`src/rtl/clock_source_pkg.sv`:
```
package clock_source_pkg;
  localparam logic [5:0] REG_PROT = 6'h00;
  localparam logic [5:0] REG_ENABLE = 6'h04;
  localparam logic [5:0] REG_FAST = 6'h08;
  localparam logic [5:0] REG_LP = 6'h0C;
  localparam logic [5:0] REG_HS = 6'h10;
  localparam logic [5:0] REG_FLAG = 6'h14;
  localparam logic [5:0] REG_IRQEN = 6'h18;
  localparam logic [5:0] REG_STATUS = 6'h1C;
  localparam logic [5:0] REG_SYSTEM_CLOCK = 6'h20;
  localparam logic [15:0] PROT_KEY = 16'h0096;
  localparam logic [1:0] FAST_FQ_8M = 2'h2;
  localparam logic [1:0] HS_FQ_16M = 2'h3;
  localparam logic [3:0] ENABLE_RST = 4'h1;
  localparam logic [1:0] RESP_OKAY = 2'h0;
  localparam logic [1:0] RESP_SLVERR = 2'h2;
  localparam int WAIT_W = 15;
  localparam int FAST_WAIT = 16;
  localparam int CLK_MHZ = 20;
  localparam int STOP_TIME_US = 100;
  localparam int STOP_CYC = STOP_TIME_US * CLK_MHZ;
  localparam int I_FAST = 0;
  localparam int I_LP = 1;
  localparam int I_HS = 2;
  localparam int I_EXT = 3;
  localparam int I_STOP = 3;
  typedef enum logic [1:0] {SRC_FAST, SRC_LP, SRC_HS, SRC_EXT} clk_src_e;
  typedef struct packed {
    logic [5:0] high_trim;
    logic [5:0] low_trim;
    logic [1:0] fq;
  } fast_cfg_s;
  typedef struct packed {
    logic restart_en;
    logic stop_det_en;
    logic [5:0] trim;
    logic [2:0] gate_cap;
    logic [1:0] boost_gain;
    logic [1:0] normal_gain;
    logic boost_en;
    logic xtal;
    logic [1:0] wait_sel;
  } lp_cfg_s;
  typedef struct packed {
    logic autotrim_req;
    logic [1:0] fq;
    logic xtal;
    logic [2:0] wait_sel;
  } hs_cfg_s;
  typedef struct packed {
    clk_src_e sys_src;
    logic [1:0] fast_fq;
    logic [5:0] fast_trim;
    logic lp_xtal;
    logic [1:0] lp_gain;
    logic lp_boost;
    logic [2:0] gate_cap;
    logic [5:0] lp_trim;
    logic hs_xtal;
    logic [1:0] hs_fq;
    logic hs_autotrim;
  } osc_cfg_s;
endpackage : clock_source_pkg

```
`src/rtl/oscillator_source_startup_control.sv`:
```
// Overview of operation
// - after reset the system clock source is the fast internal oscillator
// - two-bit field selects the fast internal oscillator frequency
// - separate six-bit trims for 2/1 MHz and for 8 MHz fast settings
// - fast internal wait is fixed at sixteen of its own clock cycles
// - low-power wait set by two bits, high-speed wait by three bits
// - clock withheld during wait; at end flag sets and clock passes
// - every enable runs the full wait even with a stale flag
// - boost enable gives high inverter gain for a set period after enable
// - external clock has no wait; software enables it only when stable
// - writing one clears a ready flag; each flag has an interrupt enable
// - protected settings writable only after key 0x0096; other value relocks
// - low-power type select plus crystal gain, gate capacitor, boost gain
// - low-power oscillator has a six-bit fine trim for internal mode
// - high-speed internal frequency chosen by a two-bit field
// - stop detector senses lost low-power crystal oscillation and restarts it
// - auto-trim takes effect only with high-speed frequency select 0x3
//
// The register offsets and the AXI4-Lite interface to the registers were chosen for this implementation.
`timescale 1ns/1ns
module osc_startup #(
  parameter int W = 15
) (
  input wire logic clk,
  input wire logic rst,
  input wire logic osc_pin,
  input wire logic enable,
  input wire logic [W-1:0] wait_cycles,
  output logic ready,
  output logic done,
  output logic edge_seen
);
  logic s1_q, s2_q, s3_q;
  logic [W-1:0] cnt_q;
  logic rise;
  assign rise = s2_q & ~s3_q;

  always_ff @(posedge clk) begin
    if (rst) begin
      s1_q <= 1'b0;
      s2_q <= 1'b0;
      s3_q <= 1'b0;
      edge_seen <= 1'b0;
    end else begin
      s1_q <= osc_pin;
      s2_q <= s1_q;
      s3_q <= s2_q;
      edge_seen <= rise;
    end
  end

  // a dropped enable clears the count, so a stale flag never shortens it
  always_ff @(posedge clk) begin
    if (rst || !enable) begin
      cnt_q <= '0;
      ready <= 1'b0;
      done <= 1'b0;
    end else begin
      done <= 1'b0;
      if (!ready && rise) begin
        if (cnt_q == wait_cycles - 1'b1) begin
          ready <= 1'b1;
          done <= 1'b1;
        end else begin
          cnt_q <= cnt_q + 1'b1;
        end
      end
    end
  end
endmodule : osc_startup

module oscillator_source_startup_control #(
  parameter int LP_WAIT_EXP0 = 14,
  parameter int HS_WAIT_EXP0 = 14,
  parameter int BOOST_LP_CYCLES = 1024
) (
  input wire logic clk,
  input wire logic rst,
  input wire logic awvalid,
  output logic awready,
  input wire logic [31:0] awaddr,
  input wire logic wvalid,
  output logic wready,
  input wire logic [31:0] wdata,
  input wire logic [3:0] wstrb,
  output logic bvalid,
  input wire logic bready,
  output logic [1:0] bresp,
  input wire logic arvalid,
  output logic arready,
  input wire logic [31:0] araddr,
  output logic rvalid,
  input wire logic rready,
  output logic [31:0] rdata,
  output logic [1:0] rresp,
  input wire logic fast_internal_clock,
  input wire logic low_power_clock,
  input wire logic high_speed_clock,
  output logic [3:0] osc_run,
  output logic [3:0] clk_gate,
  output clock_source_pkg::osc_cfg_s osc_cfg,
  output logic irq
);
  logic [31:0] awaddr_q, wdata_q;
  logic [3:0] wstrb_q, en_q, flag_q, irqen_q;
  logic unlocked_q, restart_q, stop_q;
  clock_source_pkg::fast_cfg_s fast_q;
  clock_source_pkg::lp_cfg_s lp_q;
  clock_source_pkg::hs_cfg_s hs_q;
  clock_source_pkg::clk_src_e system_clock_q;
  logic [11:0] stop_cnt_q;
  logic [15:0] boost_cnt_q;
  logic wr_fire, lp_en, boost_act;
  logic fast_rdy, lp_rdy, hs_rdy, fast_done, lp_done, hs_done, lp_edge;
  logic [5:0] wa;
  logic [31:0] m, wv;
  logic [3:0] rdy, set_v, clr_v;
  logic [14:0] lp_wait, hs_wait;

  function automatic logic hit(input logic [31:0] a);
    hit = a[31:6] == '0 && a[1:0] == 2'h0 && a[5:0] <= clock_source_pkg::REG_SYSTEM_CLOCK;
  endfunction : hit

  function automatic logic [31:0] rd(input logic [5:0] a);
    case (a)
      clock_source_pkg::REG_PROT: rd = {31'h0, unlocked_q};
      clock_source_pkg::REG_ENABLE: rd = {28'h0, en_q};
      clock_source_pkg::REG_FAST: rd = {18'h0, fast_q};
      clock_source_pkg::REG_LP: rd = {13'h0, lp_q};
      clock_source_pkg::REG_HS: rd = {25'h0, hs_q};
      clock_source_pkg::REG_FLAG: rd = {28'h0, flag_q};
      clock_source_pkg::REG_IRQEN: rd = {28'h0, irqen_q};
      clock_source_pkg::REG_STATUS: rd = {26'h0, boost_act, restart_q, rdy};
      clock_source_pkg::REG_SYSTEM_CLOCK: rd = {30'h0, system_clock_q};
      default: rd = 32'h0;
    endcase
  endfunction : rd

  // unmapped writes decode to no register, so a high address bit cannot alias
  assign wa = hit(awaddr_q) ? awaddr_q[5:0] : 6'h3F;
  assign wr_fire = !awready && !wready && !bvalid;
  assign m = {{8{wstrb_q[3]}}, {8{wstrb_q[2]}}, {8{wstrb_q[1]}}, {8{wstrb_q[0]}}};
  assign wv = (rd(wa) & ~m) | (wdata_q & m);

  // write channels are taken independently; the response waits for both
  always_ff @(posedge clk) begin
    if (rst) begin
      awready <= 1'b1;
      wready <= 1'b1;
      bvalid <= 1'b0;
      bresp <= clock_source_pkg::RESP_OKAY;
      awaddr_q <= 32'h0;
      wdata_q <= 32'h0;
      wstrb_q <= 4'h0;
    end else begin
      if (awvalid && awready) begin
        awaddr_q <= awaddr;
        awready <= 1'b0;
      end
      if (wvalid && wready) begin
        wdata_q <= wdata;
        wstrb_q <= wstrb;
        wready <= 1'b0;
      end
      if (wr_fire) begin
        bvalid <= 1'b1;
        bresp <= hit(awaddr_q) ? clock_source_pkg::RESP_OKAY : clock_source_pkg::RESP_SLVERR;
      end else if (bvalid && bready) begin
        bvalid <= 1'b0;
        awready <= 1'b1;
        wready <= 1'b1;
      end
    end
  end

  always_ff @(posedge clk) begin
    if (rst) begin
      arready <= 1'b1;
      rvalid <= 1'b0;
      rdata <= 32'h0;
      rresp <= clock_source_pkg::RESP_OKAY;
    end else if (arvalid && arready) begin
      arready <= 1'b0;
      rvalid <= 1'b1;
      rdata <= hit(araddr) ? rd(araddr[5:0]) : 32'h0;
      rresp <= hit(araddr) ? clock_source_pkg::RESP_OKAY : clock_source_pkg::RESP_SLVERR;
    end else if (rvalid && rready) begin
      rvalid <= 1'b0;
      arready <= 1'b1;
    end
  end

  // locked writes still answer OKAY but leave the protected registers unchanged
  always_ff @(posedge clk) begin
    if (rst) begin
      unlocked_q <= 1'b0;
      fast_q <= '0;
      lp_q <= '0;
      hs_q <= '0;
      system_clock_q <= clock_source_pkg::SRC_FAST;
    end else if (wr_fire) begin
      if (wa == clock_source_pkg::REG_PROT) begin
        unlocked_q <= wv[15:0] == clock_source_pkg::PROT_KEY;
      end
      if (unlocked_q) begin
        case (wa)
          clock_source_pkg::REG_FAST: fast_q <= wv[13:0];
          clock_source_pkg::REG_LP: lp_q <= wv[18:0];
          clock_source_pkg::REG_HS: hs_q <= wv[6:0];
          clock_source_pkg::REG_SYSTEM_CLOCK: system_clock_q <= clock_source_pkg::clk_src_e'(wv[1:0]);
          default: ;
        endcase
      end
    end
  end

  always_ff @(posedge clk) begin
    if (rst) begin
      en_q <= clock_source_pkg::ENABLE_RST;
      irqen_q <= 4'h0;
    end else if (wr_fire && wa == clock_source_pkg::REG_ENABLE) begin
      en_q <= wv[3:0];
    end else if (wr_fire && wa == clock_source_pkg::REG_IRQEN) begin
      irqen_q <= wv[3:0];
    end
  end

  // set beats a same-cycle clear so no completion is lost
  assign set_v = {stop_q, hs_done, lp_done, fast_done};
  assign clr_v = (wr_fire && wa == clock_source_pkg::REG_FLAG)
    ? (wdata_q[3:0] & {4{wstrb_q[0]}}) : 4'h0;
  always_ff @(posedge clk) begin
    if (rst) begin
      flag_q <= 4'h0;
      irq <= 1'b0;
    end else begin
      flag_q <= (flag_q & ~clr_v) | set_v;
      irq <= |(flag_q & irqen_q);
    end
  end

  // shorter exponents shrink the wait tables for simulation
  assign lp_wait = 15'h0001 << 4'(LP_WAIT_EXP0 - 2 * int'(lp_q.wait_sel));
  assign hs_wait = 15'h0001 << 4'(HS_WAIT_EXP0 - int'(hs_q.wait_sel));
  assign lp_en = en_q[clock_source_pkg::I_LP] && !restart_q;

  osc_startup #(.W(clock_source_pkg::WAIT_W)) u_fast (
    .clk(clk),
    .rst(rst),
    .osc_pin(fast_internal_clock),
    .enable(en_q[clock_source_pkg::I_FAST]),
    .wait_cycles(15'(clock_source_pkg::FAST_WAIT)),
    .ready(fast_rdy),
    .done(fast_done),
    .edge_seen()
  );
  osc_startup #(.W(clock_source_pkg::WAIT_W)) u_lp (
    .clk(clk),
    .rst(rst),
    .osc_pin(low_power_clock),
    .enable(lp_en),
    .wait_cycles(lp_wait),
    .ready(lp_rdy),
    .done(lp_done),
    .edge_seen(lp_edge)
  );
  osc_startup #(.W(clock_source_pkg::WAIT_W)) u_hs (
    .clk(clk),
    .rst(rst),
    .osc_pin(high_speed_clock),
    .enable(en_q[clock_source_pkg::I_HS]),
    .wait_cycles(hs_wait),
    .ready(hs_rdy),
    .done(hs_done),
    .edge_seen()
  );
  assign rdy = {en_q[clock_source_pkg::I_EXT], hs_rdy, lp_rdy, fast_rdy};

  // timeout is far above one 32 kHz period (about 610 cycles)
  always_ff @(posedge clk) begin
    if (rst || !lp_rdy || !lp_q.xtal || !lp_q.stop_det_en || lp_edge) begin
      stop_cnt_q <= 12'h000;
      stop_q <= 1'b0;
      restart_q <= 1'b0;
    end else if (stop_cnt_q == 12'(clock_source_pkg::STOP_CYC - 1)) begin
      stop_cnt_q <= 12'h000;
      stop_q <= 1'b1;
      restart_q <= lp_q.restart_en;
    end else begin
      stop_cnt_q <= stop_cnt_q + 12'h001;
      stop_q <= 1'b0;
      restart_q <= 1'b0;
    end
  end

  always_ff @(posedge clk) begin
    if (rst || !lp_en) begin
      boost_cnt_q <= 16'h0000;
    end else if (lp_edge && boost_cnt_q != 16'(BOOST_LP_CYCLES)) begin
      boost_cnt_q <= boost_cnt_q + 16'h0001;
    end
  end
  assign boost_act = lp_en && lp_q.boost_en && lp_q.xtal
    && boost_cnt_q != 16'(BOOST_LP_CYCLES);

  always_ff @(posedge clk) begin
    if (rst) begin
      osc_cfg <= '0;
      osc_run <= 4'h0;
      clk_gate <= 4'h0;
    end else begin
      osc_run <= {en_q[clock_source_pkg::I_EXT], en_q[clock_source_pkg::I_HS], lp_en,
        en_q[clock_source_pkg::I_FAST]};
      clk_gate <= rdy;
      osc_cfg.sys_src <= system_clock_q;
      osc_cfg.fast_fq <= fast_q.fq;
      osc_cfg.fast_trim <= fast_q.fq == clock_source_pkg::FAST_FQ_8M ? fast_q.high_trim
        : fast_q.low_trim;
      osc_cfg.lp_xtal <= lp_q.xtal;
      osc_cfg.lp_gain <= boost_act ? lp_q.boost_gain : lp_q.normal_gain;
      osc_cfg.lp_boost <= boost_act;
      osc_cfg.gate_cap <= lp_q.gate_cap;
      osc_cfg.lp_trim <= lp_q.trim;
      osc_cfg.hs_xtal <= hs_q.xtal;
      osc_cfg.hs_fq <= hs_q.fq;
      osc_cfg.hs_autotrim <= hs_q.autotrim_req && hs_q.fq == clock_source_pkg::HS_FQ_16M;
    end
  end
endmodule : oscillator_source_startup_control

```
`config.mk`:
```
export PLATFORM = sky130hd
export DESIGN_NAME = oscillator_source_startup_control
export DESIGN_NICKNAME = d
export VERILOG_FILES = /design/src/rtl/clock_source_pkg.sv /design/src/rtl/oscillator_source_startup_control.sv
export SDC_FILE = /design/constraint.sdc
export NUM_CORES = 1
export LEC_CHECK = 0
export BUFFER_PORTS_ARGS = -buffer_cell sky130_fd_sc_hd__buf_2
export CAP_MARGIN = 20
export CORE_MARGIN = 1
export CORE_UTILIZATION = 60
export CTS_BUF_LIST = sky130_fd_sc_hd__clkbuf_8
export DETAILED_ROUTE_END_ITERATION = 10
export PLACE_DENSITY = 0.91
export SYNTH_ARGS = -nofsm -noshare
export SYNTH_HDL_FRONTEND = slang
export SYNTH_HIERARCHICAL = 1
export SYNTH_SLANG_ARGS = --single-unit
```
`constraint.sdc`:
```
create_clock -name clk -period 4.5 [get_ports clk]
set_input_delay 0 -clock clk [delete_from_list [all_inputs] [get_ports clk]]
set_output_delay 0 -clock clk [all_outputs]
set_load 0.05 [all_outputs]
```
==> flow_metrics.tcl <==
set metrics [dict create \
    status "finished clean" \
    antenna_found_initial 0 \
    drive_gt1_share_pct 14.7 \
    fin_crit_sh_pct 73.5 \
    cp.depth 7 \
    port-buffer-count 157 \
    path_common_cell "nor2_1" \
    cts-buffers-inserted 43 \
    final_nets 2011 \
    via_per_inst 5.99 \
    yosysWarnings 6 \
    tightest_slew_ns 1.12 \
    io_pins 187 \
    grt_overflow_total 0 \
    crit_arrival_ns 3.71 \
    dieHeight_um 151 \
    ant_nets 0 \
    finalSetupTns_ns 0 \
    die_w_um 151 \
    post_cts_buffers 0 \
    multiInputGateArea_um2 7870 \
    worst_setup_path_start_kind "flop" \
    die_area_um2 22700 \
    wl_um 37400 \
    cts.sinks 261 \
    cp_slowest_stage_delay_ns 0.74 \
    cts_buffer_depth 3 \
    grt_first_pass_wirelength_um 59300 \
    worstSetupPathType "reg -> reg" \
    crit_path_cell_trace "nor4_1, nand4_1, nor2_1, and4_1, o21a_1, mux2i_1, nor2_1" \
    cts_max_level 2 \
    required_ns 4.91 \
    first_pass_iters 6 \
    core_area_um2 21800 \
    areaGrowthSynthToFinish_pct 21.4 \
    rsz0062_at_grt "false" \
    routabilityCongestion 0.958 \
    leakagePower_uw 0.00637 \
    hold_violations 0 \
    grt.total_usage_pct 32.4 \
    fillers 1467 \
    setup_viol 0 \
    rows 54 \
    ir_worst_vdd_mv 0.256 \
    p_total_uw 5110 \
    worstRegToRegCells 7 \
    worst-path-max-fanout 13 \
    wire_per_inst_um 17.0 \
    grt_pass1_vias 12500 \
    clk_pin_slew_ns 0.08 \
    hpwl_um 23600 \
    grt_max_degree 114 \
    hold_path_depth 6 \
    avgSynthCellArea_um2 8.36 \
    n_antenna_cell 0 \
    cts_tree "built" \
    drcViolationCount 0 \
    endpoint_kind "flop" \
    critPathSlowestCell "nor2_1" \
    syn_inst 1587 \
    hold_class "in -> reg" \
    cp.buffers_inverters 0 \
    start_util_pct 61.0 \
    first_iter_violations 1342 \
    clock_latency_ns 0.57 \
    worst_clock_skew_ns 0.0211 \
    vias 13200 \
    cts-root-buf "clkbuf_8" \
    syn_area_um2 13300 \
    seq_area_um2 5230 \
    drv_cap 0 \
    critPathTopFamily "simple AND/OR/NAND/NOR gates" \
    relSlewSlack_pct 25.0 \
    p_per_area_nw_per_um2 317 \
    fin_crit_ns 3.31 \
    fin_hold_ws_ns 0.0727 \
    drv_slew 0 \
    timing.fmax_ghz 0.302 \
]
## cell usage in the layout, fill, tap and decap left out, types with 32 or more instances in the layout
cell             n
inv_1           40
mux2i_1         46
buf_2          157
nor2_1         155
clkbuf_8        58
dfxtp_1        261
nor3_1          32
a21oi_1        132
xor2_1          45
o21ai_0         37
dlygate4sd3_1   74
nor2b_1         53
nand3_1         32
conb_1         137
nand2_1        198
## through the flow
| step | utilization, % | cells | instance area, um2 | setup slack, ns |
|---|---|---|---|---|
| 6_report | 74.0 | 2204 | 16100 | 1.19 |
| 3_3_place_gp | 66.1 | 2051 | 14400 | 1.48 |
| 2_1_floorplan | - | 1722 | 13800 | 1.74 |
| 3_5_place_dp | 66.1 | 2051 | 14400 | 1.43 |
| 4_1_cts | 73.9 | 2202 | 16100 | 1.41 |
| 5_1_grt | 74.0 | 2204 | 16100 | 1.06 |
## routing by layer
layer / wire [um] / up-vias / GRT usage [%]
li1: - / 6160 / -
met1: 14400 / 6121 / 39.3
met2: 18000 / 765 / 54.5
met3: 3500 / 156 / 7.36
met4: 1490 / 0 / 15.0
met5: 0 / - / 0
## worst paths after layout
| path | end | startpoint | slack (ns) |
|---|---|---|---|
| worst max-delay path | lp_q[16]$_SDFFE_PP0P_ | awaddr_q[8]$_SDFFE_PP0P_ | 1.19 |
| worst min-delay path | rdata[1]$_SDFFE_PP0P_ | araddr[0] | 0.07 |
| worst max register to register | lp_q[16]$_SDFFE_PP0P_ | awaddr_q[8]$_SDFFE_PP0P_ | 1.19 |
| worst min register to register | u_lp/edge_seen$_SDFF_PP0_ | u_lp/s3_q$_SDFF_PP0_ | 0.42 |
## power by group
group          switching (uW)  total [uW]  internal, uW
clock                    1000        2270          1270
sequential               38.1        2390          2350
combinational             278         448           170
## registers in the layout, summed over array words and instances, names as in the netlist, 2 cells and up
name	count
clk_gate	3
rdata	19
u_fast/cnt_q	15
wdata_q	19
osc_run	4
irqen_q	4
u_lp/cnt_q	15
osc_cfg	27
flag_q	4
system_clock_q	2
awaddr_q	32
fast_q	14
boost_cnt_q	16
stop_cnt_q	12
hs_q	7
u_hs/cnt_q	15
en_q	4
wstrb_q	3
lp_q	19
## tightest hold or removal path: stages
cell	delay, ns
buf_2	0.10
nor3_1	0.09
o21ai_0	0.10
a21oi_1	0.10
a21oi_1	0.12
nor2_1	0.06
## layout make-up
type / count / share of cell area [%]
clock buffer: 58 / 4.96
clock inverter: 19 / 0.925
inverter: 30 / 0.700
multi-input combinational: 1318 / 48.9
sequential: 261 / 32.5
tap: 280 / 2.18
timing repair buffer: 238 / 9.86
## repair_timing
item / CTS / global route
endpoints found under the hold margin: 85 / 0
hold buffers: 74 / 0
endpoints found under the setup margin: 0 / 0
resized for setup: 0 / 0
Note: power is estimated with default switching activity, not from simulation.
